==> src/hdl/tcc_consts.vh <==
// Purpose: shared constants of the timer counter clock core
// Assumes: byte addresses on an 8-bit AXI4-Lite address
// Notes:   definitions only, no logic
`ifndef TCC_CONSTS_VH
`define TCC_CONSTS_VH

// ----------------------------------------------------------------
// register byte offsets
// ----------------------------------------------------------------
`define TCC_OFS_COUNTER_CONTROL   8'h00
`define TCC_OFS_COUNTER_VALUE     8'h04
`define TCC_OFS_LOAD_VALUE        8'h08
`define TCC_OFS_CLOCK_SOURCE_SEL  8'h0C
`define TCC_OFS_CLOCK_DIVIDE      8'h10
`define TCC_OFS_PRESCALE          8'h14
`define TCC_OFS_CLOCK_CONTROL     8'h18
`define TCC_OFS_CAPTURE_BASE      8'h20
`define TCC_OFS_CAPTURE_LAST      8'h34

// ----------------------------------------------------------------
// counter_control field positions
// ----------------------------------------------------------------
`define TCC_CTL_ENABLE_BIT        0
`define TCC_CTL_MODE_LSB          1
`define TCC_CTL_MODE_MSB          2
`define TCC_CTL_AFTER_ENABLE_VALUE_SELECT_LSB          4
`define TCC_CTL_AFTER_ENABLE_VALUE_SELECT_MSB          5
`define TCC_CTL_REPEAT_LSB        6
`define TCC_CTL_REPEAT_MSB        7
`define TCC_CTL_ADVSRC_BIT        8

// ----------------------------------------------------------------
// field encodings
// ----------------------------------------------------------------
`define TCC_MODE_DOWN             2'h0
`define TCC_MODE_UPDOWN           2'h1
`define TCC_MODE_UP               2'h2
`define TCC_AFTER_ENABLE_VALUE_SELECT_LOAD             2'h0
`define TCC_AFTER_ENABLE_VALUE_SELECT_KEEP             2'h1
`define TCC_AFTER_ENABLE_VALUE_SELECT_ZERO             2'h2
`define TCC_SRC_BUS               2'h0
`define TCC_SRC_MID               2'h1
`define TCC_SRC_LOW               2'h2
`define TCC_RESP_OKAY             2'h0
`define TCC_RESP_SLVERR           2'h2

// ----------------------------------------------------------------
// reset values and counter masks
// ----------------------------------------------------------------
`define TCC_RST_WORD              32'h00000000
`define TCC_RST_BYTE              8'h00
`define TCC_RST_GATE              1'h0
`define TCC_MASK_NARROW           32'h0000FFFF
`define TCC_MASK_WIDE             32'hFFFFFFFF

`endif

==> src/hdl/tcc_core.v <==
// Purpose: counting engine of a timer with clock select, divider and prescaler
// Assumes: clock sources and external advance arrive as pins, asynchronous
// Notes:   source clocks are sampled, so each must be slower than clock / 4
`timescale 1ns/100ps
`default_nettype none
`include "tcc_consts.vh"

module tcc_core
#(
	parameter WIDE_COUNTER      = 0,
	parameter HIGH_POWER_DOMAIN = 1,
	parameter ADVANCED          = 1
)
(
	input  wire        clock,
	input  wire        arst_n,
	input  wire [7:0]  s_axi_awaddr,
	input  wire        s_axi_awvalid,
	output wire        s_axi_awready,
	input  wire [31:0] s_axi_wdata,
	input  wire [3:0]  s_axi_wstrb,
	input  wire        s_axi_wvalid,
	output wire        s_axi_wready,
	output reg  [1:0]  s_axi_bresp,
	output reg         s_axi_bvalid,
	input  wire        s_axi_bready,
	input  wire [7:0]  s_axi_araddr,
	input  wire        s_axi_arvalid,
	output wire        s_axi_arready,
	output reg  [31:0] s_axi_rdata,
	output reg  [1:0]  s_axi_rresp,
	output reg         s_axi_rvalid,
	input  wire        s_axi_rready,
	input  wire        mainClockIn,
	input  wire        ulpClockIn,
	input  wire        midFreqClockIn,
	input  wire        lowFreqClockIn,
	input  wire        extAdvanceIn,
	input  wire        loadCondition,
	input  wire        zeroCondition,
	output reg         zeroEvent,
	output reg         loadEvent,
	output reg         advanceEvent,
	output reg         timerIdle,
	output reg  [3:0]  truePairOutput,
	output reg  [3:0]  invertedPairOutput,
	output reg  [1:0]  internalCompareEvent
);

	// ----------------------------------------------------------------
	// state
	// ----------------------------------------------------------------
	reg  [31:0] counterValue;
	reg  [31:0] loadValue;
	reg         counterEnable;
	reg  [1:0]  countDirectionMode;
	reg  [1:0]  afterEnableValueSelect;
	reg  [1:0]  autoReload;
	reg         advanceExternal;
	reg  [1:0]  clockSourceSelect;
	reg  [7:0]  clockDivideRatio;
	reg  [7:0]  prescaleCount;
	reg         counterClockGate;
	reg         countingDown;
	reg  [31:0] captureCompareArray [0:5];
	reg  [4:0]  pinMeta;
	reg  [4:0]  pinSync;
	reg  [4:0]  pinPrev;
	reg         awHeld;
	reg  [7:0]  awAddrHeld;
	reg         wHeld;
	reg  [31:0] wDataHeld;
	reg  [3:0]  wStrbHeld;
	reg         sourceTick;
	reg  [31:0] next_counterValue;
	reg         next_counterEnable;
	reg         next_countingDown;
	reg         next_loadEvent;
	reg  [31:0] readWord;
	reg         readHit;
	wire [31:0] counterMask;
	wire [4:0]  pinRise;
	wire        busClockTick;
	wire        extBothEdges;
	wire        ratioTick;
	wire        timerCountTick;
	wire        advance;
	wire        repeatOn;
	wire        conditionSet;
	wire        doWrite;
	wire        writeHit;
	wire [31:0] controlWord;
	wire [31:0] mergedWord;
	wire [2:0]  writeIndex;
	wire [2:0]  readIndex;
	integer     i;
	integer     j;

	assign counterMask = (WIDE_COUNTER != 0) ? `TCC_MASK_WIDE : `TCC_MASK_NARROW;

	// ----------------------------------------------------------------
	// pin synchronisers and edge detection
	// ----------------------------------------------------------------
	// pinMeta feeds only pinSync, edges are seen between pinSync and pinPrev
	always @(posedge clock or negedge arst_n)
	begin
		if (!arst_n)
		begin
			pinMeta <= 5'h00;
			pinSync <= 5'h00;
			pinPrev <= 5'h00;
		end
		else
		begin
			pinMeta <= {extAdvanceIn, lowFreqClockIn, midFreqClockIn, ulpClockIn, mainClockIn};
			pinSync <= pinMeta;
			pinPrev <= pinSync;
		end
	end

	assign pinRise      = pinSync & ~pinPrev;
	assign extBothEdges = pinSync[4] ^ pinPrev[4];
	assign busClockTick = (HIGH_POWER_DOMAIN != 0) ? pinRise[0] : pinRise[1];

	// ----------------------------------------------------------------
	// source select, ratio divider, prescaler
	// ----------------------------------------------------------------
	always @*
	begin
		case (clockSourceSelect)
			`TCC_SRC_BUS: sourceTick = busClockTick;
			`TCC_SRC_MID: sourceTick = pinRise[2];
			`TCC_SRC_LOW: sourceTick = pinRise[3];
			default:      sourceTick = 1'b0;
		endcase
	end

	// both stages give one-cycle enables, so the counter stays on clock
	tcc_divider ratioDivider
	(
		.clock   (clock),
		.arst_n  (arst_n),
		.run     (counterClockGate),
		.tickIn  (sourceTick),
		.divide  (clockDivideRatio),
		.tickOut (ratioTick)
	);

	tcc_divider prescaler
	(
		.clock   (clock),
		.arst_n  (arst_n),
		.run     (counterClockGate),
		.tickIn  (ratioTick),
		.divide  (prescaleCount),
		.tickOut (timerCountTick)
	);

	// gate low holds the counter still and clears both dividers
	assign advance  = counterClockGate & counterEnable &
		(advanceExternal ? extBothEdges : timerCountTick);
	assign repeatOn = autoReload[0]; // value 3 behaves as 1, no debug halt here

	// ----------------------------------------------------------------
	// counting and enable next state
	// ----------------------------------------------------------------
	always @*
	begin
		next_counterValue  = counterValue;
		next_counterEnable = counterEnable;
		next_countingDown  = countingDown;
		next_loadEvent     = 1'b0;
		if (advance)
		begin
			case (countDirectionMode)
				`TCC_MODE_DOWN:
				begin
					if (counterValue == 32'h00000000)
					begin
						next_counterValue = loadValue;
						next_loadEvent    = 1'b1;
					end
					else
						next_counterValue = counterValue - 32'h00000001;
				end
				`TCC_MODE_UPDOWN:
				begin
					if (countingDown && counterValue == 32'h00000000)
					begin
						next_countingDown = 1'b0;
						next_counterValue = 32'h00000001;
					end
					else if (countingDown)
						next_counterValue = counterValue - 32'h00000001;
					else if (counterValue >= loadValue)
					begin
						next_countingDown = 1'b1;
						next_counterValue = counterValue - 32'h00000001;
					end
					else
						next_counterValue = counterValue + 32'h00000001;
				end
				`TCC_MODE_UP:
				begin
					if (counterValue >= loadValue)
						next_counterValue = 32'h00000000;
					else
						next_counterValue = counterValue + 32'h00000001;
				end
				default:
					next_counterValue = counterValue;
			endcase
			next_counterValue = next_counterValue & counterMask;
			// one-shot ends where the period ends
			if (!repeatOn && countDirectionMode != `TCC_MODE_UP &&
				next_counterValue == 32'h00000000)
				next_counterEnable = 1'b0;
			if (!repeatOn && countDirectionMode == `TCC_MODE_UP &&
				next_counterValue == (loadValue & counterMask))
				next_counterEnable = 1'b0;
		end
		// conditions start the counter, gated off they are ignored
		if (counterClockGate && loadCondition && afterEnableValueSelect == `TCC_AFTER_ENABLE_VALUE_SELECT_LOAD)
		begin
			next_counterEnable = 1'b1;
			next_counterValue  = loadValue & counterMask;
			next_countingDown  = 1'b1;
		end
		else if (counterClockGate && zeroCondition &&
			afterEnableValueSelect == `TCC_AFTER_ENABLE_VALUE_SELECT_ZERO)
		begin
			next_counterEnable = 1'b1;
			next_counterValue  = 32'h00000000;
			next_countingDown  = 1'b0;
		end
	end

	assign conditionSet = next_counterEnable & ~counterEnable;

	// ----------------------------------------------------------------
	// AXI4-Lite write path
	// ----------------------------------------------------------------
	assign s_axi_awready = ~awHeld;
	assign s_axi_wready  = ~wHeld;
	assign doWrite       = awHeld & wHeld & ~s_axi_bvalid;
	assign writeIndex    = awAddrHeld[4:2] - 3'h0; // array base is 8 words in
	assign writeHit      = (awAddrHeld[1:0] == 2'h0) && (awAddrHeld <= `TCC_OFS_CLOCK_CONTROL ||
		(awAddrHeld >= `TCC_OFS_CAPTURE_BASE && awAddrHeld <= `TCC_OFS_CAPTURE_LAST));
	assign controlWord   = {23'h000000, advanceExternal, autoReload, afterEnableValueSelect,
		1'b0, countDirectionMode, counterEnable};

	// byte lanes merged over the current readback of the target
	assign mergedWord = {
		wStrbHeld[3] ? wDataHeld[31:24] : readWordAt(awAddrHeld, 2'h3),
		wStrbHeld[2] ? wDataHeld[23:16] : readWordAt(awAddrHeld, 2'h2),
		wStrbHeld[1] ? wDataHeld[15:8]  : readWordAt(awAddrHeld, 2'h1),
		wStrbHeld[0] ? wDataHeld[7:0]   : readWordAt(awAddrHeld, 2'h0)};

	function [7:0] readWordAt;
		input [7:0] addr;
		input [1:0] lane;
		reg   [31:0] word;
		begin
			word = registerRead(addr);
			readWordAt = word[lane*8 +: 8];
		end
	endfunction

	function [31:0] registerRead;
		input [7:0] addr;
		begin
			case (addr)
				`TCC_OFS_COUNTER_CONTROL:  registerRead = controlWord;
				`TCC_OFS_COUNTER_VALUE:    registerRead = counterValue;
				`TCC_OFS_LOAD_VALUE:       registerRead = loadValue;
				`TCC_OFS_CLOCK_SOURCE_SEL: registerRead = {30'h00000000, clockSourceSelect};
				`TCC_OFS_CLOCK_DIVIDE:     registerRead = {24'h000000, clockDivideRatio};
				`TCC_OFS_PRESCALE:         registerRead = {24'h000000, prescaleCount};
				`TCC_OFS_CLOCK_CONTROL:    registerRead = {31'h00000000, counterClockGate};
				default:
				begin
					if (addr >= `TCC_OFS_CAPTURE_BASE && addr <= `TCC_OFS_CAPTURE_LAST)
						registerRead = captureCompareArray[addr[4:2]];
					else
						registerRead = `TCC_RST_WORD;
				end
			endcase
		end
	endfunction

	// ----------------------------------------------------------------
	// registers: hardware next state, then bus writes on top
	// ----------------------------------------------------------------
	always @(posedge clock or negedge arst_n)
	begin
		if (!arst_n)
		begin
			awHeld                 <= 1'b0;
			awAddrHeld             <= `TCC_RST_BYTE;
			wHeld                  <= 1'b0;
			wDataHeld              <= `TCC_RST_WORD;
			wStrbHeld              <= 4'h0;
			s_axi_bvalid           <= 1'b0;
			s_axi_bresp            <= `TCC_RESP_OKAY;
			counterValue           <= `TCC_RST_WORD;
			loadValue              <= `TCC_RST_WORD;
			counterEnable          <= 1'b0;
			countDirectionMode     <= `TCC_MODE_DOWN;
			afterEnableValueSelect <= `TCC_AFTER_ENABLE_VALUE_SELECT_LOAD;
			autoReload             <= 2'h0;
			advanceExternal        <= 1'b0;
			clockSourceSelect      <= `TCC_SRC_BUS;
			clockDivideRatio       <= `TCC_RST_BYTE;
			prescaleCount          <= `TCC_RST_BYTE;
			counterClockGate       <= `TCC_RST_GATE;
			countingDown           <= 1'b1;
			for (i = 0; i < 6; i = i + 1)
				captureCompareArray[i] <= `TCC_RST_WORD;
		end
		else
		begin
			if (s_axi_awvalid && !awHeld)
			begin
				awHeld     <= 1'b1;
				awAddrHeld <= s_axi_awaddr;
			end
			if (s_axi_wvalid && !wHeld)
			begin
				wHeld     <= 1'b1;
				wDataHeld <= s_axi_wdata;
				wStrbHeld <= s_axi_wstrb;
			end
			if (s_axi_bvalid && s_axi_bready)
				s_axi_bvalid <= 1'b0;
			counterValue  <= next_counterValue;
			counterEnable <= next_counterEnable;
			countingDown  <= next_countingDown;
			if (doWrite)
			begin
				awHeld       <= 1'b0;
				wHeld        <= 1'b0;
				s_axi_bvalid <= 1'b1;
				s_axi_bresp  <= writeHit ? `TCC_RESP_OKAY : `TCC_RESP_SLVERR;
				case (awAddrHeld)
					`TCC_OFS_COUNTER_CONTROL:
					begin
						// a hardware set in the same cycle wins over a cleared bit
						counterEnable          <= mergedWord[`TCC_CTL_ENABLE_BIT] | conditionSet;
						countDirectionMode     <= mergedWord[`TCC_CTL_MODE_MSB:`TCC_CTL_MODE_LSB];
						afterEnableValueSelect <= mergedWord[`TCC_CTL_AFTER_ENABLE_VALUE_SELECT_MSB:`TCC_CTL_AFTER_ENABLE_VALUE_SELECT_LSB];
						autoReload             <= mergedWord[`TCC_CTL_REPEAT_MSB:`TCC_CTL_REPEAT_LSB];
						advanceExternal        <= mergedWord[`TCC_CTL_ADVSRC_BIT];
						if (mergedWord[`TCC_CTL_ENABLE_BIT] && !counterEnable && !conditionSet)
						begin
							case (mergedWord[`TCC_CTL_AFTER_ENABLE_VALUE_SELECT_MSB:`TCC_CTL_AFTER_ENABLE_VALUE_SELECT_LSB])
								`TCC_AFTER_ENABLE_VALUE_SELECT_LOAD:
								begin
									counterValue <= loadValue & counterMask;
									countingDown <= 1'b1;
								end
								`TCC_AFTER_ENABLE_VALUE_SELECT_ZERO:
								begin
									counterValue <= 32'h00000000;
									countingDown <= 1'b0;
								end
								default:
									counterValue <= counterValue;
							endcase
						end
					end
					// a write racing an advance wins, the tick is lost
					`TCC_OFS_COUNTER_VALUE:    counterValue <= mergedWord & counterMask;
					`TCC_OFS_LOAD_VALUE:       loadValue <= mergedWord & counterMask;
					`TCC_OFS_CLOCK_SOURCE_SEL: clockSourceSelect <= mergedWord[1:0];
					`TCC_OFS_CLOCK_DIVIDE:     clockDivideRatio <= mergedWord[7:0];
					`TCC_OFS_PRESCALE:         prescaleCount <= mergedWord[7:0];
					`TCC_OFS_CLOCK_CONTROL:    counterClockGate <= mergedWord[0];
					default:
					begin
						if (writeHit && (ADVANCED != 0 || awAddrHeld[4:2] < 3'h4))
							captureCompareArray[writeIndex] <= mergedWord & counterMask;
					end
				endcase
			end
		end
	end

	// ----------------------------------------------------------------
	// AXI4-Lite read path
	// ----------------------------------------------------------------
	assign s_axi_arready = ~s_axi_rvalid;
	assign readIndex     = s_axi_araddr[4:2];

	always @*
	begin
		readWord = registerRead(s_axi_araddr);
		readHit  = (s_axi_araddr[1:0] == 2'h0) && (s_axi_araddr <= `TCC_OFS_CLOCK_CONTROL ||
			(s_axi_araddr >= `TCC_OFS_CAPTURE_BASE && s_axi_araddr <= `TCC_OFS_CAPTURE_LAST));
		if (readHit && s_axi_araddr >= `TCC_OFS_CAPTURE_BASE && ADVANCED == 0 &&
			readIndex >= 3'h4)
			readWord = `TCC_RST_WORD;
	end

	always @(posedge clock or negedge arst_n)
	begin
		if (!arst_n)
		begin
			s_axi_rvalid <= 1'b0;
			s_axi_rdata  <= `TCC_RST_WORD;
			s_axi_rresp  <= `TCC_RESP_OKAY;
		end
		else if (s_axi_arvalid && !s_axi_rvalid)
		begin
			s_axi_rvalid <= 1'b1;
			s_axi_rdata  <= readHit ? readWord : `TCC_RST_WORD;
			s_axi_rresp  <= readHit ? `TCC_RESP_OKAY : `TCC_RESP_SLVERR;
		end
		else if (s_axi_rvalid && s_axi_rready)
			s_axi_rvalid <= 1'b0;
	end

	// ----------------------------------------------------------------
	// events and channel outputs
	// ----------------------------------------------------------------
	// deadband belongs to a later stage; with ADVANCED set the pair is exact inverse, else inverted stays low
	always @(posedge clock or negedge arst_n)
	begin
		if (!arst_n)
		begin
			zeroEvent            <= 1'b0;
			loadEvent            <= 1'b0;
			advanceEvent         <= 1'b0;
			timerIdle            <= 1'b1;
			truePairOutput       <= 4'h0;
			invertedPairOutput   <= 4'h0;
			internalCompareEvent <= 2'h0;
		end
		else
		begin
			advanceEvent <= advance;
			zeroEvent    <= advance && next_counterValue == 32'h00000000 &&
				counterValue != 32'h00000000;
			loadEvent    <= next_loadEvent;
			timerIdle    <= ~counterClockGate;
			for (j = 0; j < 4; j = j + 1)
			begin
				truePairOutput[j]     <= counterValue < captureCompareArray[j];
				invertedPairOutput[j] <= (ADVANCED != 0) &&
					!(counterValue < captureCompareArray[j]);
			end
			for (j = 0; j < 2; j = j + 1)
				internalCompareEvent[j] <= (ADVANCED != 0) && advance &&
					next_counterValue == captureCompareArray[j + 4];
		end
	end

endmodule

`default_nettype wire

==> src/hdl/tcc_divider.v <==
// Purpose: tick divider, one output pulse per (divide+1) input ticks
// Assumes: tickIn is a one-cycle pulse on clock
// Notes:   output pulse lags the input tick by one cycle
`timescale 1ns/100ps
`default_nettype none

module tcc_divider
(
	input  wire       clock,
	input  wire       arst_n,
	input  wire       run,
	input  wire       tickIn,
	input  wire [7:0] divide,
	output reg        tickOut
);

	reg [7:0] count;

	// ----------------------------------------------------------------
	// count ticks; restart from zero whenever run drops
	// ----------------------------------------------------------------
	always @(posedge clock or negedge arst_n)
	begin
		if (!arst_n)
		begin
			count   <= 8'h00;
			tickOut <= 1'b0;
		end
		else if (!run)
		begin
			count   <= 8'h00;
			tickOut <= 1'b0;
		end
		else if (tickIn)
		begin
			// a lowered divide mid-count takes effect at once
			if (count >= divide)
			begin
				count   <= 8'h00;
				tickOut <= 1'b1;
			end
			else
			begin
				count   <= count + 8'h01;
				tickOut <= 1'b0;
			end
		end
		else
		begin
			tickOut <= 1'b0;
		end
	end

endmodule

`default_nettype wire

==> config.mk <==
export PLATFORM = sky130hd
export DESIGN_NAME = tcc_core
export DESIGN_NICKNAME = d
export VERILOG_FILES = /design/src/hdl/tcc_core.v /design/src/hdl/tcc_divider.v
export VERILOG_INCLUDE_DIRS = /design/src /design/src/hdl
export SDC_FILE = /design/constraint.sdc
export NUM_CORES = 1
export LEC_CHECK = 0
export BUFFER_PORTS_ARGS = -buffer_cell sky130_fd_sc_hd__buf_2
export CORE_MARGIN = 4
export CORE_UTILIZATION = 55
export DETAILED_ROUTE_END_ITERATION = 7
export PLACE_DENSITY = 0.73
export SLEW_MARGIN = 20
export SYNTH_ARGS = -nofsm -noshare
export SYNTH_HDL_FRONTEND = slang
export SYNTH_SLANG_ARGS = --single-unit
==> constraint.sdc <==
create_clock -name clock -period 5.17 [get_ports clock]
set_input_delay 0 -clock clock [delete_from_list [all_inputs] [get_ports clock]]
set_output_delay 0 -clock clock [all_outputs]
set_load 0.01 [all_outputs]
### Word level (Yosys, flattened, before mapping)

Cells that the tools add are included.

| word-level totals | value |
|---|---|
| register bits after elaboration | 381 |
| bits of input ports | 66 |
| output and inout port bits | 55 |
| word-level logic and storage cells | 241 |

| operators by class | value |
|---|---|
| add/sub/neg operators | 4 |
| order comparisons | 16 |
| equality and inequality tests | 25 |
| mux-type cells | 75 |
| bitwise logic cells | 18 |
| reductions and logical operators | 61 |

Operators with widths:

| kind | number |
|---|---|
| 32-bit 2-to-1 mux | 10 |
| 32-bit one-hot mux with 7 select lines | 1 |
| 32-bit binary-select mux with 3-bit select | 2 |
| 192-bit bitwise mux | 1 |
| 16-bit 2-to-1 mux | 9 |
| 32-bit less-than comparator | 4 |
| 32-bit one-hot mux with 2 select lines | 2 |
| 16-bit one-hot mux with 7 select lines | 1 |
| 32-bit demux with 3-bit select | 1 |
| 32-bit logical NOT | 3 |
| 32-bit == test | 2 |
| 8-bit 2-to-1 mux | 8 |
| 8-bit by 5-bit == test with 1-bit output (second input constant) | 6 |
| 16-bit one-hot mux with 3 select lines | 1 |
| 1-bit 2-to-1 mux | 35 |
| 8-bit by 4-bit == test with 1-bit output (second input constant) | 4 |
| 32-bit by 16-bit greater-or-equal comparator with 1-bit output | 1 |
| 32-bit nonzero test | 1 |
| 1-bit logical AND | 25 |
| 16-bit by 1-bit adder with 16-bit output (second input constant) | 1 |
| 8-bit by 1-bit adder with 8-bit output (second input constant) | 2 |
| 16-bit == test | 1 |
| 8-bit by 3-bit == test with 1-bit output (second input constant) | 2 |
| 8-bit by 6-bit greater-or-equal comparator with 1-bit output (second input constant) | 2 |
| other kinds (29) | 74 |

### Depth between registers and ports, before layout

Gate-level depths: netlist of run 1.

| depth | value |
|---|---|
| word-level depth | 19 |
| gate-level depth with buffers | 17 |
| mapped depth without buffers | 12 |

### By module

Synthesis of run 1 repeated with hierarchy kept, for this count alone.

| second synthesis, totals | value |
|---|---|
| cell total of the unflattened synthesis | 1989 |
| area total of the unflattened synthesis | 18830.6 um^2 |

By module, submodules not included:

| module | times used | cells an instance | area an instance (um^2) | seq. area each (um^2) |
|---|---|---|---|---|
| tcc_core | 1 | 1853 | 17544.3 | 6558.8 |
| tcc_divider | 2 | 68 | 643.1 | 225.2 |

### Worst setup path before layout of run 1

OpenSTA, ideal clock, no wires.

| timing | value |
|---|---|
| path type | reg2reg |
| from | reg counterValue[0] |
| to | reg internalCompareEvent[0] |
| setup time | 0.096 ns |
| arrival | 3.616 ns |
| required time | 5.074 ns |
| setup slack | 1.459 ns |
| stages on the path, launching flop included | 17 |
| path buffers | 4 |
| period minus slack after synthesis | 3.711 ns |
| cells stage by stage | dfrtp_1 > clkbuf_1 > clkbuf_1 > inv_1 > ha_1 > nor2b_1 > o211ai_1 > a2111o_1 > and4_1 > buf_2 > buf_6 > a31oi_1 > o2111ai_1 > and2_1 > xor2_1 > or4_1 > nor4_2 |

| between the ends | value |
|---|---|
| cells in the longest elaborated chain, start to end | 11 |
| elaborated cells on any way between the ends | 17 |
| those cells by class | add/sub (2); order compare (1); eq/ne (1); mux (10); reduce/logical (3) |

RTL lines:

| item | RTL line | source |
|---|---|---|
| start: declaration | tcc_core.v:53 | `reg [31:0] counterValue;` |
| start signal: assignment | tcc_core.v:305 | `` counterValue <= `TCC_RST_WORD; `` |
| start signal: assignment | tcc_core.v:335 | `counterValue <= next_counterValue;` |
| start signal: assignment | tcc_core.v:358 | `counterValue <= loadValue & counterMask;` |
| 32-bit by 16-bit greater-or-equal comparator with 1-bit output (tied with other cells) | tcc_core.v:195, tcc_core.v:205 |  |
| 16-bit 2-to-1 mux | tcc_core.v:195 | `else if (counterValue >= loadValue)` |
| 16-bit 2-to-1 mux | tcc_core.v:193 | `else if (countingDown)` |
| 16-bit 2-to-1 mux | tcc_core.v:188 | `if (countingDown && counterValue == 32'h00000000)` |
| 16-bit one-hot mux with 3 select lines | tcc_core.v:175 | `case (countDirectionMode)` |
| 16-bit 2-to-1 mux | tcc_core.v:173 | `if (advance)` |
| 32-bit 2-to-1 mux (*) | tcc_core.v:173 |  |
| 32-bit 2-to-1 mux (*) | tcc_core.v:229 | `else if (counterClockGate && zeroCondition &&` |
| 32-bit 2-to-1 mux (*) | tcc_core.v:223 | `` if (counterClockGate && loadCondition && afterEnableValueSelect == `TCC_AFTER_ENABLE_VALUE_SELECT_LOAD) `` |
| 32-bit == test (*) | tcc_core.v:453 | `next_counterValue == captureCompareArray[j + 4];` |
| 1-bit logical AND (*) | tcc_core.v:452 | `internalCompareEvent[j] <= (ADVANCED != 0) && advance &&` |
| end signal: indexed assignment | tcc_core.v:452 |  |
| end: declaration | tcc_core.v:47 | `output reg [1:0] internalCompareEvent` |

Mark *: on every way between the ends. The rest lies on a longest branch, timed or not. The select of a mux whose other input is x is not followed.
A chain may end at the register's enable or synchronous reset.

### Worst setup path after layout of run 1

| timing | value |
|---|---|
| from | reg loadValue[3] |
| to | reg internalCompareEvent[0] |

| between the ends | value |
|---|---|
| cells in the longest elaborated chain, start to end | 11 |
| elaborated cells on any way between the ends | 13 |
| those cells by class | order compare (1); eq/ne (1); mux (10); reduce/logical (1) |

RTL lines:

| item | RTL line | source |
|---|---|---|
| start: declaration | tcc_core.v:54 | `reg [31:0] loadValue;` |
| start signal: assignment | tcc_core.v:306 | `` loadValue <= `TCC_RST_WORD; `` |
| start signal: assignment | tcc_core.v:373 | `` `TCC_OFS_LOAD_VALUE: loadValue <= mergedWord & counterMask; `` |
| 32-bit by 16-bit greater-or-equal comparator with 1-bit output | tcc_core.v:195, tcc_core.v:205 |  |
| 16-bit 2-to-1 mux | tcc_core.v:195 |  |
| 16-bit 2-to-1 mux | tcc_core.v:193 |  |
| 16-bit 2-to-1 mux | tcc_core.v:188 |  |
| 16-bit one-hot mux with 3 select lines | tcc_core.v:175 |  |
| 16-bit 2-to-1 mux | tcc_core.v:173 |  |
| 32-bit 2-to-1 mux | tcc_core.v:173 |  |
| 32-bit 2-to-1 mux | tcc_core.v:229 |  |
| 32-bit 2-to-1 mux (*) | tcc_core.v:223 |  |
| 32-bit == test (*) | tcc_core.v:453 |  |
| 1-bit logical AND (*) | tcc_core.v:452 |  |

Marked as above.

==> run metrics, run 1 <==
critical path's largest stage delay approximately 0.55 ns; Hold Violations, Final 0; Slew @ Worst Pin 1.07 ns; Pre-Repair DR Iteration Count 8; Die Area ~38000 µm²; Crit Path Category reg -> reg; post-DR vias/cell between 6 and 7; fmax 223 MHz; Main synth FF type dfrtp_1; Syn Area/Cell 9.00 µm²; PD cells approximately 550 nW/µm²; post-CTS setup buffers 0; Cell Area, Synth around 19000 µm²; Vias 18100; outcome complete, but fails checks; FF+latch count, synth 280; die span in x slightly below 200 µm; worst-path maximum fanout 14; Total Wirelength 69300 µm; Initial Utilization 56.4%; routability-driven placement congestion ratio around 1.0; max-cap violations 0; crit path time final approximately 4.5 ns; Ports roughly 120; crit path launch type register; drt wl/cell 25.6 µm; Final Max Tran Viols 0; Setup crit end kind register; grt total ovfl 0; vias in the first global route between 15000 and 20000; CTS buffer count 30; Buffers on Ports 99; Mapped Cells 2123; Final ANT Viol Nets 0; CTS sink count 280; slowest stage cell on the critical path nand4_2; Max-slew headroom approximately 28%; largest net degree at the start of global routing approximately 130; hold crit path type in -> async; Async SR Flop Fraction 100%; clock tree buffer depth 3; Critical Path AT 4.96 ns; CTS Hold Buffers Added between 40 and 50; Post-DP HPWL slightly above 50000 µm; sequential area share after synthesis 36.7%; hold slack ~0.026 ns; initial antenna violation count 0; # DRC 9; final core utilization between 60 and 70%; share of cells above drive strength 1 17.4%; Worst Path Buf+Inv 2; maximum vdd ir drop ~0.52 mV; delay-heaviest family, CP simple AND/OR/NAND/NOR gates; P&R area growth vs syn 14.5%; drt first-iter violations approximately 2100; Ys Warns 0; Synth cell types 96; final setup violation count 0; total core area between 30000 and 40000 µm²; area share of the largest cell type after synthesis 36.4%; Synth area leader dfrtp_1; setup TNS 0 ns; Tcrit/Tclk final between 80 and 90%; Area contributors post-synth dfrtp_1 36%, ha_1 6.3%, o21ai_0 5.1%; critical-path cell list inv_1 > ha_1 > nand4_1 > nor2_1 > o31ai_1 > nand4_2 > buf_4 > o31ai_2 > o2111ai_1 > and2_1 > xor2_1 > or4_1 > nor4_2; EDFF count, synth 0; first-pass GRT wire length between 100000 and 150000 µm; clk root buf clkbuf_16; # rows 67; gr usage total between 30% and 40%; antenna cells 0; Die Span Y just under 200 µm; RSZ-0062 raised after global routing false; Power Total 12.1 mW; clk_skew 0.0481 ns; post-CTS resize count 0; TritonCTS clock tree built; P_leak 9.45 nW; Critical Path RT 5.64 ns; violated checks design-rule violations; fin nets roughly 2400; clock transition time at the flip-flop clock pins of the worst setup and hold paths approximately 0.07 ns; Clk Latency, worst-skew pair between 0.6 and 0.7 ns; CTS HTree Levels 1
[report_power, final]
part,internal [mW],total (mW),switching [mW]
clock,1.36,2.29,0.935
sequential,2.71,3.36,0.659
combinational,2.55,6.43,3.88
total,6.62,12.1,5.47
[state kept, by name, indices dropped and copies added, names as in the netlist, 2 cells and up]
| register | count |
|---|---|
| internalCompareEvent | 2 |
| pinMeta | 4 |
| counterValue | 32 |
| captureCompareArray | 96 |
| countDirectionMode | 2 |
| pinPrev | 4 |
| awAddrHeld | 8 |
| ratioDivider.count | 8 |
| pinSync | 4 |
| autoReload | 2 |
| invertedPairOutput | 4 |
| s_axi_rdata | 32 |
| truePairOutput | 4 |
| prescaleCount | 8 |
| wDataHeld | 16 |
| wStrbHeld | 2 |
| loadValue | 16 |
| prescaler.count | 8 |
| clockSourceSelect | 2 |
| afterEnableValueSelect | 2 |
| clockDivideRatio | 8 |
[final cells by class]
cell class | instances | area (µm²)
clock buffers | 43 | 900
fillers | 2854 | 12000
well taps | 448 | 561
flip-flops and latches | 280 | 7010
repair buffers | 237 | 1680
multi-input cells | 1546 | 11000
inverters | 147 | 552
clock inverters | 13 | 165
[placed cells by master (no fill, tap or decap), types with 21 or more instances in the layout]
cell type / count
a21oi_1: 104
o21ai_0: 194
dlygate4sd3_1: 47
nand2_1: 233
clkbuf_16: 30
nand2b_1: 21
buf_4: 89
inv_1: 146
mux2i_1: 55
xnor2_1: 26
buf_2: 98
a22o_1: 26
mux2_2: 65
o22ai_1: 29
a31oi_1: 21
nor2_1: 102
nand4_1: 35
mux4_2: 34
a21o_1: 49
o31ai_1: 24
dfrtp_1: 276
nor3_1: 40
nand3_1: 47
ha_1: 96
and2_1: 26
[synthesized netlist by cell type, types with 13 or more instances]
library cell,n
dfrtp_1,278
nand2_1,233
o21ai_0,195
inv_1,146
clkbuf_1,119
a21oi_1,105
nor2_1,105
ha_1,96
mux2_2,65
mux2i_1,55
a21o_1,49
nand3_1,47
nor3_1,42
nand4_1,35
mux4_2,34
o22ai_1,29
a22o_1,26
and2_1,26
xnor2_1,26
o31ai_1,24
a31oi_1,21
nand2b_1,21
a21boi_0,18
xor2_1,18
nor4_1,16
buf_2,14
o211ai_1,14
and3_1,13
[metal layers]
layer	vias to the layer above	share of wire [%]	global-route usage, %	routed length (µm)
li1	8012	-	-	-
met1	8660	38	47.3	26500
met2	1122	45	55.6	31100
met3	277	10	6.39	7180
met4	0	6.5	19.5	4510
met5	-	0	0	0
[kinds of logic (layout without fill, tap and decap cells)]
| group | count (synthesis) | after routing | share of synthesized area, % |
|---|---|---|---|
| other | 1 | 2 | 0.0196 |
| AO/OA/AOI/OAI | 638 | 638 | 22.0 |
| buffers and inverters | 298 | 440 | 6.11 |
| XOR/XNOR | 46 | 46 | 2.19 |
| flip-flops | 280 | 280 | 36.7 |
| adder cells (fa/ha/maj) | 96 | 96 | 6.29 |
| AND/OR/NAND/NOR | 609 | 609 | 15.9 |
| multiplexers | 155 | 155 | 10.8 |
[per-stage QoR]
stage | area (µm²) | worst slack [ns] | cells
CTS | 21900 | 0.847 | 2714
detailed placement | 20300 | 0.926 | 2611
global route | 21900 | 0.607 | 2714
global placement | 20300 | 1.00 | 2611
finish | 21900 | 0.683 | 2714
floorplan | 19100 | 1.46 | 2124
[final timing paths]
| check | from | endpoint | slack (ns) | cells after the start |
|---|---|---|---|---|
| setup / recovery | loadValue[3] | internalCompareEvent[0] | 0.68 | 13 |
| hold / removal | arst_n | zeroEvent | 0.03 | 2 |
| hold reg to reg | pinMeta[3] | pinSync[3] | 0.35 | 0 |
| min in group clock | s_axi_araddr[6] | s_axi_rdata[0] | 0.03 | 6 |
| setup reg to reg | loadValue[3] | internalCompareEvent[0] | 0.68 | 13 |
| max in group asynchronous | arst_n | awAddrHeld[3] | 3.82 | 3 |
[worst reg2reg max path, cell delays in order (launching register included)]
cell and delay (ns):
dfrtp_1 0.48, inv_1 0.21, ha_1 0.36, nand4_1 0.11, nor2_1 0.05, o31ai_1 0.46, nand4_2 0.55, buf_4 0.36
o31ai_2 0.28, o2111ai_1 0.30, and2_1 0.30, xor2_1 0.16, or4_1 0.49, nor4_2 0.26
(Power assumes the default switching activity.)
==> run 2: changes to the inputs <==
--- a/config.mk
+++ b/config.mk
@@ -10,7 +10,7 @@
 export CORE_MARGIN = 4
 export CORE_UTILIZATION = 55
 export DETAILED_ROUTE_END_ITERATION = 7
-export PLACE_DENSITY = 0.73
+export PLACE_DENSITY_LB_ADDON = 0.12
 export SLEW_MARGIN = 20
 export SYNTH_ARGS = -nofsm -noshare
 export SYNTH_HDL_FRONTEND = slang
==> run metrics, run 2 (synthesized netlist as in run 1, its figures left out) <==
setup TNS 0 ns (unchanged); R2R depth 12 (-1); Total Wirelength 70400 µm (+1.6%); clock transition time at the flip-flop clock pins of the worst setup and hold paths 0.07 ns (about the same); Largest Register captureCompareArray; crit path time final 4.43 ns (-0.0602 ns); gr usage total 35.9% (+0.27 points); initial antenna violation count 0 (unchanged); post-CTS setup buffers 0 (unchanged); reg-to-reg endpoint internalCompareEvent[0]; switching power 5.53 mW (+1.1%); Hold Violations, Final 1 (+1); CTS Hold Buffers Added 40 (-15%); Max-slew headroom 26.9% (-1.5 points); routability-driven placement congestion ratio 1.03 (-0.56%); crit path launch type register; slowest stage cell on the critical path dfrtp_1; Initial Utilization 56.4% (unchanged); worst-path maximum fanout 11 (-3); P_leak 9.47 nW (+0.17%); Sw Ratio 45.5% (+0.21 points); fin nets 2405 (+0.042%); final core utilization 64.6% (about the same); Ports 121 (unchanged); # DRC 0 (-9); hold slack -0.00363 ns (-0.0300 ns); Buffers on Ports 99 (unchanged); critical-path cell list inv_1 > ha_1 > nor4b_2 > nand4_1 > nor2_1 > a21oi_1 > and3_1 > a31o_1 > or3_1 > xnor2_2 > o2111ai_1 > nor4_2; Comb pwr share 52.9% (-0.3 points); most frequent cells in the layout 276 x dfrtp_1, 233 x nand2_1, 194 x o21ai_0, 146 x inv_1, 105 x a21oi_1; TritonCTS clock tree built; Vias 18200 (+0.79%); drt first-iter violations 2303 (+8.7%); Die Span Y 194 µm (unchanged); PD cells 556 nW/µm² (+0.63%); Critical Path AT 4.90 ns (-0.06 ns); CTS sink count 280 (unchanged); die span in x 194 µm (unchanged); post-CTS resize count 0 (unchanged); Post-DP HPWL 51700 µm (+1.7%); part of the power in the clock network 19.5% (+0.5 points); Pre-Repair DR Iteration Count 6 (-2); Setup crit end kind register; Tcrit/Tclk final 85.6% (-1.2 points); maximum vdd ir drop 0.511 mV (-0.92%); RSZ-0062 raised after global routing false; drt wl/cell 25.9 µm (+1.5%); flop-to-flop setup slack 0.74 ns (+0.06 ns); hold crit path type in -> async; Critical Path RT 5.64 ns (about the same); Final Max Tran Viols 0 (unchanged); share of cells above drive strength 1 17.6% (+0.16 points); internal power 6.63 mW (+0.19%); # rows 67 (unchanged); outcome complete, but fails checks; final setup violation count 0 (unchanged); total core area 33900 µm² (unchanged); Critical R2R Launch counterValue[1]; max reg flops 96 (unchanged); violated checks negative hold slack; antenna cells 0 (unchanged); Final ANT Viol Nets 0 (unchanged); clock tree buffer depth 3 (unchanged); delay-heaviest family, CP simple AND/OR/NAND/NOR gates; CTS HTree Levels 1 (unchanged); Clk Latency, worst-skew pair 0.61 ns (about the same); Worst Path Buf+Inv 1 (-1); Slew @ Worst Pin 1.09 ns (+0.0227 ns); fmax 226 MHz (+1.4%); critical path's largest stage delay 0.54 ns (about the same); clk_skew 0.0242 ns (-0.0239 ns); Crit Path Category reg -> reg; CTS buffer count 31 (+3.3%); first-pass GRT wire length 106000 µm (+0.30%); clk root buf clkbuf_16; max-cap violations 0 (unchanged); biggest regs captureCompareArray: 96 flops, counterValue: 32 flops, s_axi_rdata: 32 flops; P&R area growth vs syn 14.4% (about the same); grt total ovfl 0 (unchanged); most common cell after layout, fill and taps aside dfrtp_1; post-DR vias/cell 6.71 (+0.71%); Die Area 37800 µm² (unchanged); largest net degree at the start of global routing 108 (-19%); vias in the first global route 17500 (-1.1%); Seq pwr share 27.6% (-0.2 points)
## run 2: cell type report
type,count,area [µm²]
tap,448,561
clock buffer,47,936
inverter,147,552
sequential,280,7010
clock inverter,11,155
fill,2847,12000
multi-input combinational,1546,11000
timing repair buffer,237,1650
## run 2: metal layers
| layer | global-route usage, % | routed length (µm) | share of wire, % | vias up |
|---|---|---|---|---|
| met1 | 48.7 | 27500 | 39 | 8796 |
| met4 | 17.5 | 4370 | 6.2 | 0 |
| li1 | - | - | - | 8024 |
| met3 | 5.32 | 6550 | 9.3 | 273 |
| met2 | 56.7 | 32000 | 45 | 1120 |
| met5 | 0 | 0 | 0 | - |
## run 2: worst max path at each step
stage	startpoint	to	slack (ns)	depth (start not counted)
4_1_cts	counterValue[1]	internalCompareEvent[0]	0.84	12
3_3_place_gp	counterValue[10]	internalCompareEvent[0]	0.87	10
6_report	counterValue[1]	internalCompareEvent[0]	0.74	12
3_5_place_dp	counterValue[1]	internalCompareEvent[0]	0.86	12
2_1_floorplan	counterValue[0]	internalCompareEvent[0]	1.46	16
5_1_grt	counterValue[1]	zeroEvent	0.55	12
## run 2: power groups by stage
stage                     Sequential [mW]  Combinational (mW)  Clock (mW)
after floorplan                      3.08                4.29           0
after global placement               3.34                6.08           0
after global routing                 3.41                6.86        2.49
after detailed placement             3.37                6.15           0
after CTS                            3.33                6.24        2.39
final                                3.36                6.43        2.37
## run 2: stage by stage
stage / instance area (µm²) / cells / worst slack (ns) / power (mW)
after CTS: 21800 / 2716 / 0.839 / 12.0
after detailed placement: 20400 / 2618 / 0.858 / 9.52
after floorplan: 19100 / 2124 / 1.46 / 7.37
after global routing: 21900 / 2716 / 0.549 / 12.8
after global placement: 20400 / 2618 / 0.870 / 9.42
final: 21900 / 2716 / 0.744 / 12.2
